### src/flc_pkg.sv
package flc_pkg;

   // ---------------------------------------------------------------
   // Clock and flash bus timing
   // ---------------------------------------------------------------
   localparam int CLK_PERIOD_PS = 4000;
   localparam int T_SETUP_NS    = 10;
   localparam int T_STROBE_NS   = 70;
   localparam int T_HOLD_NS     = 20;
   // Least times, so round up
   localparam int SETUP_CYC  = (T_SETUP_NS * 1000 + CLK_PERIOD_PS - 1)
                               / CLK_PERIOD_PS;
   localparam int STROBE_CYC = (T_STROBE_NS * 1000 + CLK_PERIOD_PS - 1)
                               / CLK_PERIOD_PS;
   localparam int HOLD_CYC   = (T_HOLD_NS * 1000 + CLK_PERIOD_PS - 1)
                               / CLK_PERIOD_PS;
   localparam logic [7:0] SETUP_CNT  = 8'(SETUP_CYC);
   localparam logic [7:0] STROBE_CNT = 8'(STROBE_CYC);
   localparam logic [7:0] HOLD_CNT   = 8'(HOLD_CYC);

   localparam int ADDR_W = 22;
   localparam int DATA_W = 16;

   // ---------------------------------------------------------------
   // Register map
   // ---------------------------------------------------------------
   localparam logic [7:0] OFS_CMD    = 8'h00;
   localparam logic [7:0] OFS_ADDR   = 8'h04;
   localparam logic [7:0] OFS_WDATA  = 8'h08;
   localparam logic [7:0] OFS_STATUS = 8'h0C;
   localparam logic [7:0] OFS_CTRL   = 8'h10;
   localparam int STAT_BUSY      = 0;
   localparam int STAT_DONE      = 1;
   localparam int STAT_RDATA_LSB = 16;
   localparam int CTRL_WP        = 0;
   localparam int CTRL_RUN       = 1;
   localparam logic [1:0] CTRL_RESET = 2'h0;

   // ---------------------------------------------------------------
   // Flash command codes and addresses
   // ---------------------------------------------------------------
   localparam logic [15:0] CODE_LOCK_SETUP = 16'h0060;
   localparam logic [15:0] CODE_LOCK_CONF  = 16'h0001;
   localparam logic [15:0] CODE_UNLOCK     = 16'h00D0;
   localparam logic [15:0] CODE_LOCKDOWN   = 16'h002F;
   localparam logic [15:0] CODE_READ_ID    = 16'h0090;
   localparam logic [15:0] CODE_READ_ARRAY = 16'h00FF;
   localparam logic [15:0] CODE_PROT_SETUP = 16'h00C0;
   localparam logic [15:0] CODE_PROT_LOCK  = 16'hFFFD;
   localparam logic [15:0] CODE_SUSPEND    = 16'h00B0;
   localparam logic [15:0] CODE_RESUME     = 16'h00D0;
   localparam logic [15:0] CODE_READ_STAT  = 16'h0070;
   localparam logic [21:0] LOCK_ID_OFS     = 22'h000002;
   localparam logic [21:0] PROTECTION_LOCK_WORD_ADDR    = 22'h000080;
   localparam logic [7:0]  MASK_READY      = 8'h80;
   localparam logic [7:0]  MASK_SUSPENDED  = 8'hC0;

   typedef enum logic [3:0] {
      OP_LOCK        = 4'h0,
      OP_UNLOCK      = 4'h1,
      OP_LOCKDOWN    = 4'h2,
      OP_READ_LOCK   = 4'h3,
      OP_PR_READ     = 4'h4,
      OP_PR_PROG     = 4'h5,
      OP_PROTECTION_LOCK_WORD     = 4'h6,
      OP_SUSPEND     = 4'h7,
      OP_RESUME      = 4'h8,
      OP_READ_STATUS = 4'h9,
      OP_READ_ARRAY  = 4'hA
   } flc_op_t;
   localparam logic [3:0] OP_LAST = 4'hA;

   // asel: 0 = base address, 1 = base + 2, 2 = protection lock word
   typedef struct packed {
      logic        last;
      logic        rd;
      logic [7:0]  mask;
      logic [1:0]  asel;
      logic [15:0] data;
   } flc_step_t;

endpackage

### src/flc_cyc_if.sv
`timescale 1ns/100ps
interface flc_cyc_if;
   import flc_pkg::*;
   logic              req;
   logic              rd;
   logic              done;
   logic [ADDR_W-1:0] addr;
   logic [DATA_W-1:0] wdata;
   logic [DATA_W-1:0] rdata;
   modport seq (output req, rd, addr, wdata, input done, rdata);
   modport eng (input req, rd, addr, wdata, output done, rdata);
endinterface

### src/flc_cycle.sv
`timescale 1ns/100ps
module flc_cycle
   import flc_pkg::*;
(
   // Clock and reset
   input  wire logic              ref_clk,
   input  wire logic              rst_sync_n,
   // Cycle request
   flc_cyc_if.eng                 cyc,
   // Flash pins
   output logic [ADDR_W-1:0]      flash_addr,
   input  wire logic [DATA_W-1:0] flash_dq_in,
   output logic [DATA_W-1:0]      flash_dq_out,
   output logic                   flash_dq_oe,
   output logic                   flash_ce_n,
   output logic                   flash_oe_n,
   output logic                   flash_we_n
);

   typedef enum logic [3:0] {
      E_IDLE   = 4'b0001,
      E_SETUP  = 4'b0010,
      E_STROBE = 4'b0100,
      E_HOLD   = 4'b1000
   } flc_eng_t;

   flc_eng_t   state;
   logic [7:0] cnt;
   logic       rd_q;
   wire        cnt_end = (cnt == 8'h01);

   // ---------------------------------------------------------------
   // One bus cycle: setup, strobe, hold
   // ---------------------------------------------------------------
   // Data is sampled at the last strobe cycle, the widest valid window
   always_ff @(posedge ref_clk or negedge rst_sync_n) begin
      if (!rst_sync_n) begin
         state        <= E_IDLE;
         cnt          <= 8'h00;
         rd_q         <= 1'b0;
         cyc.done     <= 1'b0;
         cyc.rdata    <= 16'h0000;
         flash_addr   <= 22'h000000;
         flash_dq_out <= 16'h0000;
         flash_dq_oe  <= 1'b0;
         flash_ce_n   <= 1'b1;
         flash_oe_n   <= 1'b1;
         flash_we_n   <= 1'b1;
      end else begin
         cyc.done <= 1'b0;
         case (state)
            E_IDLE: if (cyc.req) begin
               rd_q         <= cyc.rd;
               flash_addr   <= cyc.addr;
               flash_dq_out <= cyc.wdata;
               flash_dq_oe  <= !cyc.rd;
               flash_ce_n   <= 1'b0;
               cnt          <= SETUP_CNT;
               state        <= E_SETUP;
            end
            E_SETUP: if (cnt_end) begin
               flash_oe_n <= !rd_q;
               flash_we_n <= rd_q;
               cnt        <= STROBE_CNT;
               state      <= E_STROBE;
            end else begin
               cnt <= cnt - 8'h01;
            end
            E_STROBE: if (cnt_end) begin
               if (rd_q) begin
                  cyc.rdata <= flash_dq_in;
               end
               flash_oe_n <= 1'b1;
               flash_we_n <= 1'b1;
               cnt        <= HOLD_CNT;
               state      <= E_HOLD;
            end else begin
               cnt <= cnt - 8'h01;
            end
            E_HOLD: if (cnt_end) begin
               flash_ce_n  <= 1'b1;
               flash_dq_oe <= 1'b0;
               cyc.done    <= 1'b1;
               state       <= E_IDLE;
            end else begin
               cnt <= cnt - 8'h01;
            end
            default: state <= E_IDLE;
         endcase
      end
   end

endmodule // flc_cycle

### src/flc_host.sv
`timescale 1ns/100ps
module flc_host
   import flc_pkg::*;
(
   // Clock and reset
   input  wire logic              ref_clk,
   input  wire logic              rst_n,
   // APB slave
   input  wire logic              psel,
   input  wire logic              penable,
   input  wire logic              pwrite,
   input  wire logic [7:0]        paddr,
   input  wire logic [31:0]       pwdata,
   output logic [31:0]            prdata,
   output logic                   pready,
   output logic                   pslverr,
   // Flash pins
   output logic [ADDR_W-1:0]      flash_addr,
   input  wire logic [DATA_W-1:0] flash_dq_in,
   output logic [DATA_W-1:0]      flash_dq_out,
   output logic                   flash_dq_oe,
   output logic                   flash_ce_n,
   output logic                   flash_oe_n,
   output logic                   flash_we_n,
   output logic                   write_protect_pin,
   output logic                   reset_powerdown_pin_n
);

   typedef enum logic [2:0] {
      S_IDLE  = 3'b001,
      S_ISSUE = 3'b010,
      S_WAIT  = 3'b100
   } flc_seq_t;

   // ---------------------------------------------------------------
   // Reset release
   // ---------------------------------------------------------------
   logic rst_meta_n;
   logic rst_sync_n;
   always_ff @(posedge ref_clk or negedge rst_n) begin
      if (!rst_n) begin
         rst_meta_n <= 1'b0;
         rst_sync_n <= 1'b0;
      end else begin
         rst_meta_n <= 1'b1;
         rst_sync_n <= rst_meta_n;
      end
   end

   // ---------------------------------------------------------------
   // Command step table
   // ---------------------------------------------------------------
   function automatic flc_step_t mk(input logic l, input logic r,
                                    input logic [7:0] m,
                                    input logic [1:0] a,
                                    input logic [15:0] d);
      mk = '{last: l, rd: r, mask: m, asel: a, data: d};
   endfunction

   function automatic flc_step_t step_of(input logic [3:0] op,
                                         input logic [1:0] idx,
                                         input logic [15:0] wd);
      flc_step_t s;
      s = mk(1'b1, 1'b0, 8'h00, 2'h0, CODE_READ_ARRAY);
      case (op)
         OP_LOCK:
            s = (idx == 2'h0) ? mk(1'b0, 1'b0, 8'h00, 2'h0, CODE_LOCK_SETUP)
                              : mk(1'b1, 1'b0, 8'h00, 2'h0, CODE_LOCK_CONF);
         OP_UNLOCK:
            s = (idx == 2'h0) ? mk(1'b0, 1'b0, 8'h00, 2'h0, CODE_LOCK_SETUP)
                              : mk(1'b1, 1'b0, 8'h00, 2'h0, CODE_UNLOCK);
         OP_LOCKDOWN:
            s = (idx == 2'h0) ? mk(1'b0, 1'b0, 8'h00, 2'h0, CODE_LOCK_SETUP)
                              : mk(1'b1, 1'b0, 8'h00, 2'h0, CODE_LOCKDOWN);
         OP_READ_LOCK, OP_PR_READ: begin
            case (idx)
               2'h0:    s = mk(1'b0, 1'b0, 8'h00, 2'h0, CODE_READ_ID);
               2'h1:    s = mk(1'b0, 1'b1, 8'h00,
                               (op == OP_READ_LOCK) ? 2'h1 : 2'h0, 16'h0000);
               default: s = mk(1'b1, 1'b0, 8'h00, 2'h0, CODE_READ_ARRAY);
            endcase
         end
         OP_PR_PROG, OP_PROTECTION_LOCK_WORD: begin
            case (idx)
               2'h0: s = mk(1'b0, 1'b0, 8'h00,
                            (op == OP_PROTECTION_LOCK_WORD) ? 2'h2 : 2'h0, CODE_PROT_SETUP);
               2'h1: s = mk(1'b0, 1'b0, 8'h00,
                            (op == OP_PROTECTION_LOCK_WORD) ? 2'h2 : 2'h0,
                            (op == OP_PROTECTION_LOCK_WORD) ? CODE_PROT_LOCK : wd);
               2'h2:    s = mk(1'b0, 1'b0, 8'h00, 2'h0, CODE_READ_STAT);
               default: s = mk(1'b1, 1'b1, MASK_READY, 2'h0, 16'h0000);
            endcase
         end
         OP_SUSPEND: begin
            case (idx)
               2'h0:    s = mk(1'b0, 1'b0, 8'h00, 2'h0, CODE_SUSPEND);
               2'h1:    s = mk(1'b0, 1'b0, 8'h00, 2'h0, CODE_READ_STAT);
               default: s = mk(1'b1, 1'b1, MASK_SUSPENDED, 2'h0, 16'h0000);
            endcase
         end
         OP_RESUME:
            s = mk(1'b1, 1'b0, 8'h00, 2'h0, CODE_RESUME);
         OP_READ_STATUS:
            s = (idx == 2'h0) ? mk(1'b0, 1'b0, 8'h00, 2'h0, CODE_READ_STAT)
                              : mk(1'b1, 1'b1, 8'h00, 2'h0, 16'h0000);
         default: s = mk(1'b1, 1'b0, 8'h00, 2'h0, CODE_READ_ARRAY);
      endcase
      step_of = s;
   endfunction

   // ---------------------------------------------------------------
   // Registers and decode
   // ---------------------------------------------------------------
   flc_seq_t          state;
   logic [3:0]        op_q;
   logic [1:0]        idx;
   logic [ADDR_W-1:0] addr_reg;
   logic [15:0]       wdata_reg;
   logic [15:0]       rdata_last;
   logic [1:0]        ctrl;
   logic              done_flag;
   logic              done_q;
   logic [15:0]       prev_wr;
   flc_step_t         cur;
   flc_cyc_if         cyc ();

   wire wr_acc    = psel && penable && pwrite;
   wire sel_cmd   = (paddr == OFS_CMD);
   wire sel_addr  = (paddr == OFS_ADDR);
   wire sel_wdata = (paddr == OFS_WDATA);
   wire sel_stat  = (paddr == OFS_STATUS);
   wire sel_ctrl  = (paddr == OFS_CTRL);
   wire mapped    = sel_cmd || sel_addr || sel_wdata || sel_stat || sel_ctrl;
   wire busy      = (state != S_IDLE);
   // Orders are refused while busy so a sequence is never split
   wire cmd_bad   = sel_cmd && pwrite && (busy || pwdata[3:0] > OP_LAST);
   wire cmd_go    = wr_acc && sel_cmd && !cmd_bad;
   wire poll_miss = (cyc.rdata[7:0] & cur.mask) != cur.mask;
   wire [31:0] stat_word = {rdata_last, 14'h0000, done_flag, busy};

   assign pready  = 1'b1;
   assign pslverr = psel && penable && (!mapped || cmd_bad);
   assign prdata  = !(psel && !pwrite) ? 32'h0000_0000 :
                    sel_addr  ? {10'h000, addr_reg} :
                    sel_wdata ? {16'h0000, wdata_reg} :
                    sel_stat  ? stat_word :
                    sel_ctrl  ? {30'h0000_0000, ctrl} : 32'h0000_0000;

   assign cur       = step_of(op_q, idx, wdata_reg);
   assign cyc.req   = (state == S_ISSUE);
   assign cyc.rd    = cur.rd;
   assign cyc.wdata = cur.data;
   assign cyc.addr  = (cur.asel == 2'h1) ? addr_reg + LOCK_ID_OFS :
                      (cur.asel == 2'h2) ? PROTECTION_LOCK_WORD_ADDR : addr_reg;

   // Device stays in reset until software sets CTRL_RUN; the pin level is never sampled here
   assign write_protect_pin     = ctrl[CTRL_WP];
   assign reset_powerdown_pin_n = ctrl[CTRL_RUN];

   always_ff @(posedge ref_clk or negedge rst_sync_n) begin
      if (!rst_sync_n) begin
         addr_reg  <= 22'h000000;
         wdata_reg <= 16'h0000;
         ctrl      <= CTRL_RESET;
      end else if (wr_acc) begin
         if (sel_addr)  addr_reg  <= pwdata[ADDR_W-1:0];
         if (sel_wdata) wdata_reg <= pwdata[15:0];
         if (sel_ctrl)  ctrl      <= pwdata[1:0];
      end
   end

   // ---------------------------------------------------------------
   // Sequencer
   // ---------------------------------------------------------------
   always_ff @(posedge ref_clk or negedge rst_sync_n) begin
      if (!rst_sync_n) begin
         state      <= S_IDLE;
         op_q       <= 4'h0;
         idx        <= 2'h0;
         rdata_last <= 16'h0000;
         done_flag  <= 1'b0;
         prev_wr    <= 16'h0000;
         done_q     <= 1'b0;
      end else begin
         if (cyc.req && !cur.rd) prev_wr <= cur.data;
         done_q <= done_flag;
         case (state)
            S_IDLE: if (cmd_go) begin
               op_q      <= pwdata[3:0];
               idx       <= 2'h0;
               done_flag <= 1'b0;
               state     <= S_ISSUE;
            end
            S_ISSUE: state <= S_WAIT;
            S_WAIT: if (cyc.done) begin
               if (cur.rd) rdata_last <= cyc.rdata;
               if (cur.rd && poll_miss) begin
                  state <= S_ISSUE;
               end else if (cur.last) begin
                  done_flag <= 1'b1;
                  state     <= S_IDLE;
               end else begin
                  idx   <= idx + 2'h1;
                  state <= S_ISSUE;
               end
            end
            default: state <= S_IDLE;
         endcase
      end
   end

   flc_cycle u_cycle (
      .ref_clk      (ref_clk),
      .rst_sync_n   (rst_sync_n),
      .cyc          (cyc.eng),
      .flash_addr   (flash_addr),
      .flash_dq_in  (flash_dq_in),
      .flash_dq_out (flash_dq_out),
      .flash_dq_oe  (flash_dq_oe),
      .flash_ce_n   (flash_ce_n),
      .flash_oe_n   (flash_oe_n),
      .flash_we_n   (flash_we_n)
   );

   wire launch_wr = cyc.req && !cur.rd;
   wire finished  = done_flag && !done_q;
endmodule // flc_host

### config.mk
export PLATFORM = sky130hd
export DESIGN_NAME = flc_host
export DESIGN_NICKNAME = d
export VERILOG_FILES = /design/src/flc_pkg.sv /design/src/flc_cyc_if.sv /design/src/flc_cycle.sv /design/src/flc_host.sv
export SDC_FILE = /design/constraint.sdc
export NUM_CORES = 1
export LEC_CHECK = 0
export BUFFER_PORTS_ARGS = -buffer_cell sky130_fd_sc_hd__buf_4
export CORE_ASPECT_RATIO = 1.5
export CORE_MARGIN = 5
export CORE_UTILIZATION = 50
export DETAILED_ROUTE_END_ITERATION = 12
export PLACE_DENSITY_LB_ADDON = 0.1
export SLEW_MARGIN = 20
export SYNTH_ARGS = -nofsm -noshare
export SYNTH_HDL_FRONTEND = slang
export SYNTH_SLANG_ARGS = --single-unit
export TNS_END_PERCENT = 5
### constraint.sdc
create_clock -name ref_clk -period 5.7 [get_ports ref_clk]
set_clock_uncertainty 0.2 [all_clocks]
set_input_delay 0 -clock ref_clk [delete_from_list [all_inputs] [get_ports ref_clk]]
set_output_delay 0 -clock ref_clk [all_outputs]
set_load 0.05 [all_outputs]
==> run_results.csv <==
group,metric,value,unit
routing,drtPass1Iterations,5,
routing,drt_iter0_markers,329,
final_layout,multi_input_gate_area_in_the_final_layout,3470,um2
synth,synth.area.top_cells,"dfrtp_1 46%, mux2_2 11%, o21ai_0 3.0%",
routing,drt-vias-per-instance,5.74,
cts,ctsHtreeMaxLevel,4,
critical_path,cp_cell_sequence,"inv_1 > ha_1 > nand2b_1 > or4_1 > o311ai_0 > a31oi_1",
routing,ant_nets,0,
final_layout,layout.core_utilization,64.8,%
grt,antenna_found_initial,0,
final_layout,n_antenna_cell,0,
power,powerDensity,236,nW/um2
synth,synth-edff-count,0,
timing,setup-tns-final,0,ns
routing,detail_route.wirelength,18800,um
place,finalWeightedCongestion,0.896,
synth,ys_seq_area_share,48.3,%
hold_path,min_delay_path_class,"in2reg",
timing,max_slew_margin,27.0,%
cts,post_cts_resized,0,
synth,post_synth_most_frequent_cells,"135 x dfrtp_1, 69 x mux2_2, 57 x nor2_1",
power,irDropWorstVdd,0.185,mV
cts,clk_root_buffer_cell,"clkbuf_16",
timing,tcrit_tclk_final,55.2,%
critical_path,crit_buf_inv,1,
synth,synth.avg_cell_area,10.8,um2
timing,worst_pin_slew,1.09,ns
critical_path,cp_data_required_time,5.78,ns
cts,clock_path_buffers,2,
cts,worst_skew_pair.late_latency,0.42,ns
cts,post-cts-setup-buffer-count,0,
floorplanning,floorplan.die_area,17100,um2
floorplanning,io-pin-count,139,
final_layout,fill_cells,1135,
critical_path,critical_path_peak_fanout,17,
timing,setup_violations,0,
routing,drc,0,
timing,timing.fmax,318,MHz
critical_path,timing.setup.critical_path_class,"reg2reg",
final_layout,flip_flop_and_latch_area,3510,um2
cts,tritoncts,"done",
status,outcome,"complete, no violations",
floorplanning,coreArea,14400,um2
final_layout,areaGrowthSynthToFinish,28.4,%
place,place.detailed.hpwl,13100,um
floorplanning,die-width,108,um
final_layout,layout-drive-gt1-share,32.4,%
cts,clk_pin_slew_worst_paths,0.07,ns
synth,synthDistinctLibCells,78,
synth,synthMostInstantiatedCell,"dfrtp_1",
critical_path,critical_path_arrival,3.23,ns
synth,mappedNetlistArea,7270,um2
grt,first_pass_grt_wire_length,30700,um
cts,cts_inserted_buffers,17,
critical_path,critical_path_cell_count,6,
timing,timing_hold_violations_final,0,
floorplanning,die_y,158,um
timing,finalWorstPathRequiredPeriod,3.15,ns
synth,synth.top_cell.area_share,46.5,%
grt,globalRouteTotalUtil,22.8,%
routing,wl_per_instance,18.1,um
place,place_ws,2.66,ns
floorplanning,floorplan.initialDensity,50.5,%
synth,dominantRegCellSynth,"dfrtp_1",
critical_path,cp-start-kind,"flop",
place,port_buffers,127,
timing,finalWorstSetupSlack,2.55,ns
cts,clock_sinks,140,
run,timing.max_cap.violations,0,
synth,synthCells,674,
critical_path,timing.critical_path.max_delay_family,"simple AND/OR/NAND/NOR gates",
synth,synth_top_area_cell,"dfrtp_1",
hold_path,worstHoldPathCells,5,
critical_path,setup.worst_path.end_class,"flop",
synth,share_of_synthesized_registers_carrying_an_async_set_or_reset,100,%
final_layout,nNetsFinal,898,
grt,vias_in_the_first_global_route,6157,
power,total_leakage_power,4.37,nW
critical_path,r2r_cells,6,
timing,fin_hold_ws,0.102,ns
floorplanning,placement_rows,54,
grt,grt_remaining_overflow,0,
synth,synthesis.yosys.warnings,0,
timing,finalMaxSlewViolations,0,
grt,largest_net_degree_at_the_start_of_global_routing,72,
timing,rsz0062_at_grt,"false",
synth,synth-seq-cells,140,
critical_path,timing.critical_path.slowest_cell_delay,0.77,ns
routing,detailroute.via_count,5958,
critical_path,critical-path-slowest-cell,"or4_1",
-- final cells by class --
| cell class | count | area share, % |
|---|---|---|
| flip-flops and latches | 140 | 37.7 |
| multi-input cells | 476 | 37.2 |
| repair buffers | 178 | 15.6 |
| clock buffers | 18 | 4.71 |
| well taps | 196 | 2.63 |
| clock inverters | 14 | 1.60 |
| inverters | 16 | 0.644 |
-- layout by cell type, fill, tap and decap left out, types with 7 or more instances in the layout --
| cell | count |
|---|---|
| nand4_1 | 7 |
| dfrtp_1 | 134 |
| buf_4 | 132 |
| or4_1 | 9 |
| o21a_1 | 10 |
| nand3_1 | 17 |
| nor2_1 | 56 |
| mux2_2 | 69 |
| dlygate4sd3_1 | 46 |
| clkbuf_16 | 17 |
| nor2b_1 | 7 |
| inv_1 | 16 |
| nand2_1 | 42 |
| o211ai_1 | 10 |
| ha_1 | 8 |
| o21ai_0 | 44 |
| nor3_1 | 8 |
| a31oi_1 | 19 |
| and2_1 | 12 |
| a22o_1 | 20 |
| o311ai_0 | 11 |
| a21oi_1 | 18 |
| mux2_4 | 11 |
| nand2b_1 | 10 |
-- logic make-up (layout without fill, tap and decap cells) --
kind of cell               Yosys count  after routing  share of synthesized area (%)
AOI/OAI and AO/OA                  165            165                           15.4
and+or+nand+nor                    211            211                           16.3
other                                1              2                         0.0516
adders and majority gates            8              8                           1.38
xor gates and xnor gates             4              4                          0.586
buffers and inverters               59            226                           4.17
DFF                                140            140                           48.3
muxes                               86             86                           13.8
-- routing by layer --
layer	wire (um)	track usage (%)	share of wire, %	vias up
met3	955	4.00	5.1	39
met4	442	8.60	2.4	0
met2	9590	39.2	51	196
met5	0	0	0	-
met1	7810	28.6	42	2936
li1	-	-	-	2787
-- worst paths after layout --
kind | end | slack [ns] | start
worst max-delay path | u_cycle.flash_addr[14] | 2.55 | idx[1]
worst min-delay path | op_q[2] | 0.10 | paddr[6]
worst max register to register | u_cycle.flash_addr[14] | 2.55 | idx[1]
worst min register to register | rst_sync_n | 0.17 | rst_meta_n
max in group asynchronous | u_cycle.flash_addr[18] | 3.59 | rst_sync_n
min in group asynchronous | rst_meta_n | 0.23 | rst_n
-- worst min-delay path: cells and delay by family --
family,cells,cell delay [ns]
mux,1,0.21
simple gates,3,0.40
buf+inv,1,0.08
-- where the power goes --
part	internal (mW)	switching (mW)	leakage, nW
registers	1.00	0.0185	1.85
logic	0.0545	0.0368	2.23
clock network	0.597	0.488	0.287
total	1.66	0.543	4.37
-- timing repair --
action,in CTS,in global routing
hold buffers,46,0
endpoints found under the setup margin,0,0
hold endpoints to repair,65,0
-- per-stage QoR --
stage	cell area (um2)	power (mW)	std cells
floorplan	7270	1.06	675
global placement	8280	1.11	960
detailed placement	8280	1.11	960
CTS	9330	2.22	1038
global route	9330	2.27	1038
finish	9330	2.20	1038
Note: power is estimated with default switching activity, not from simulation.
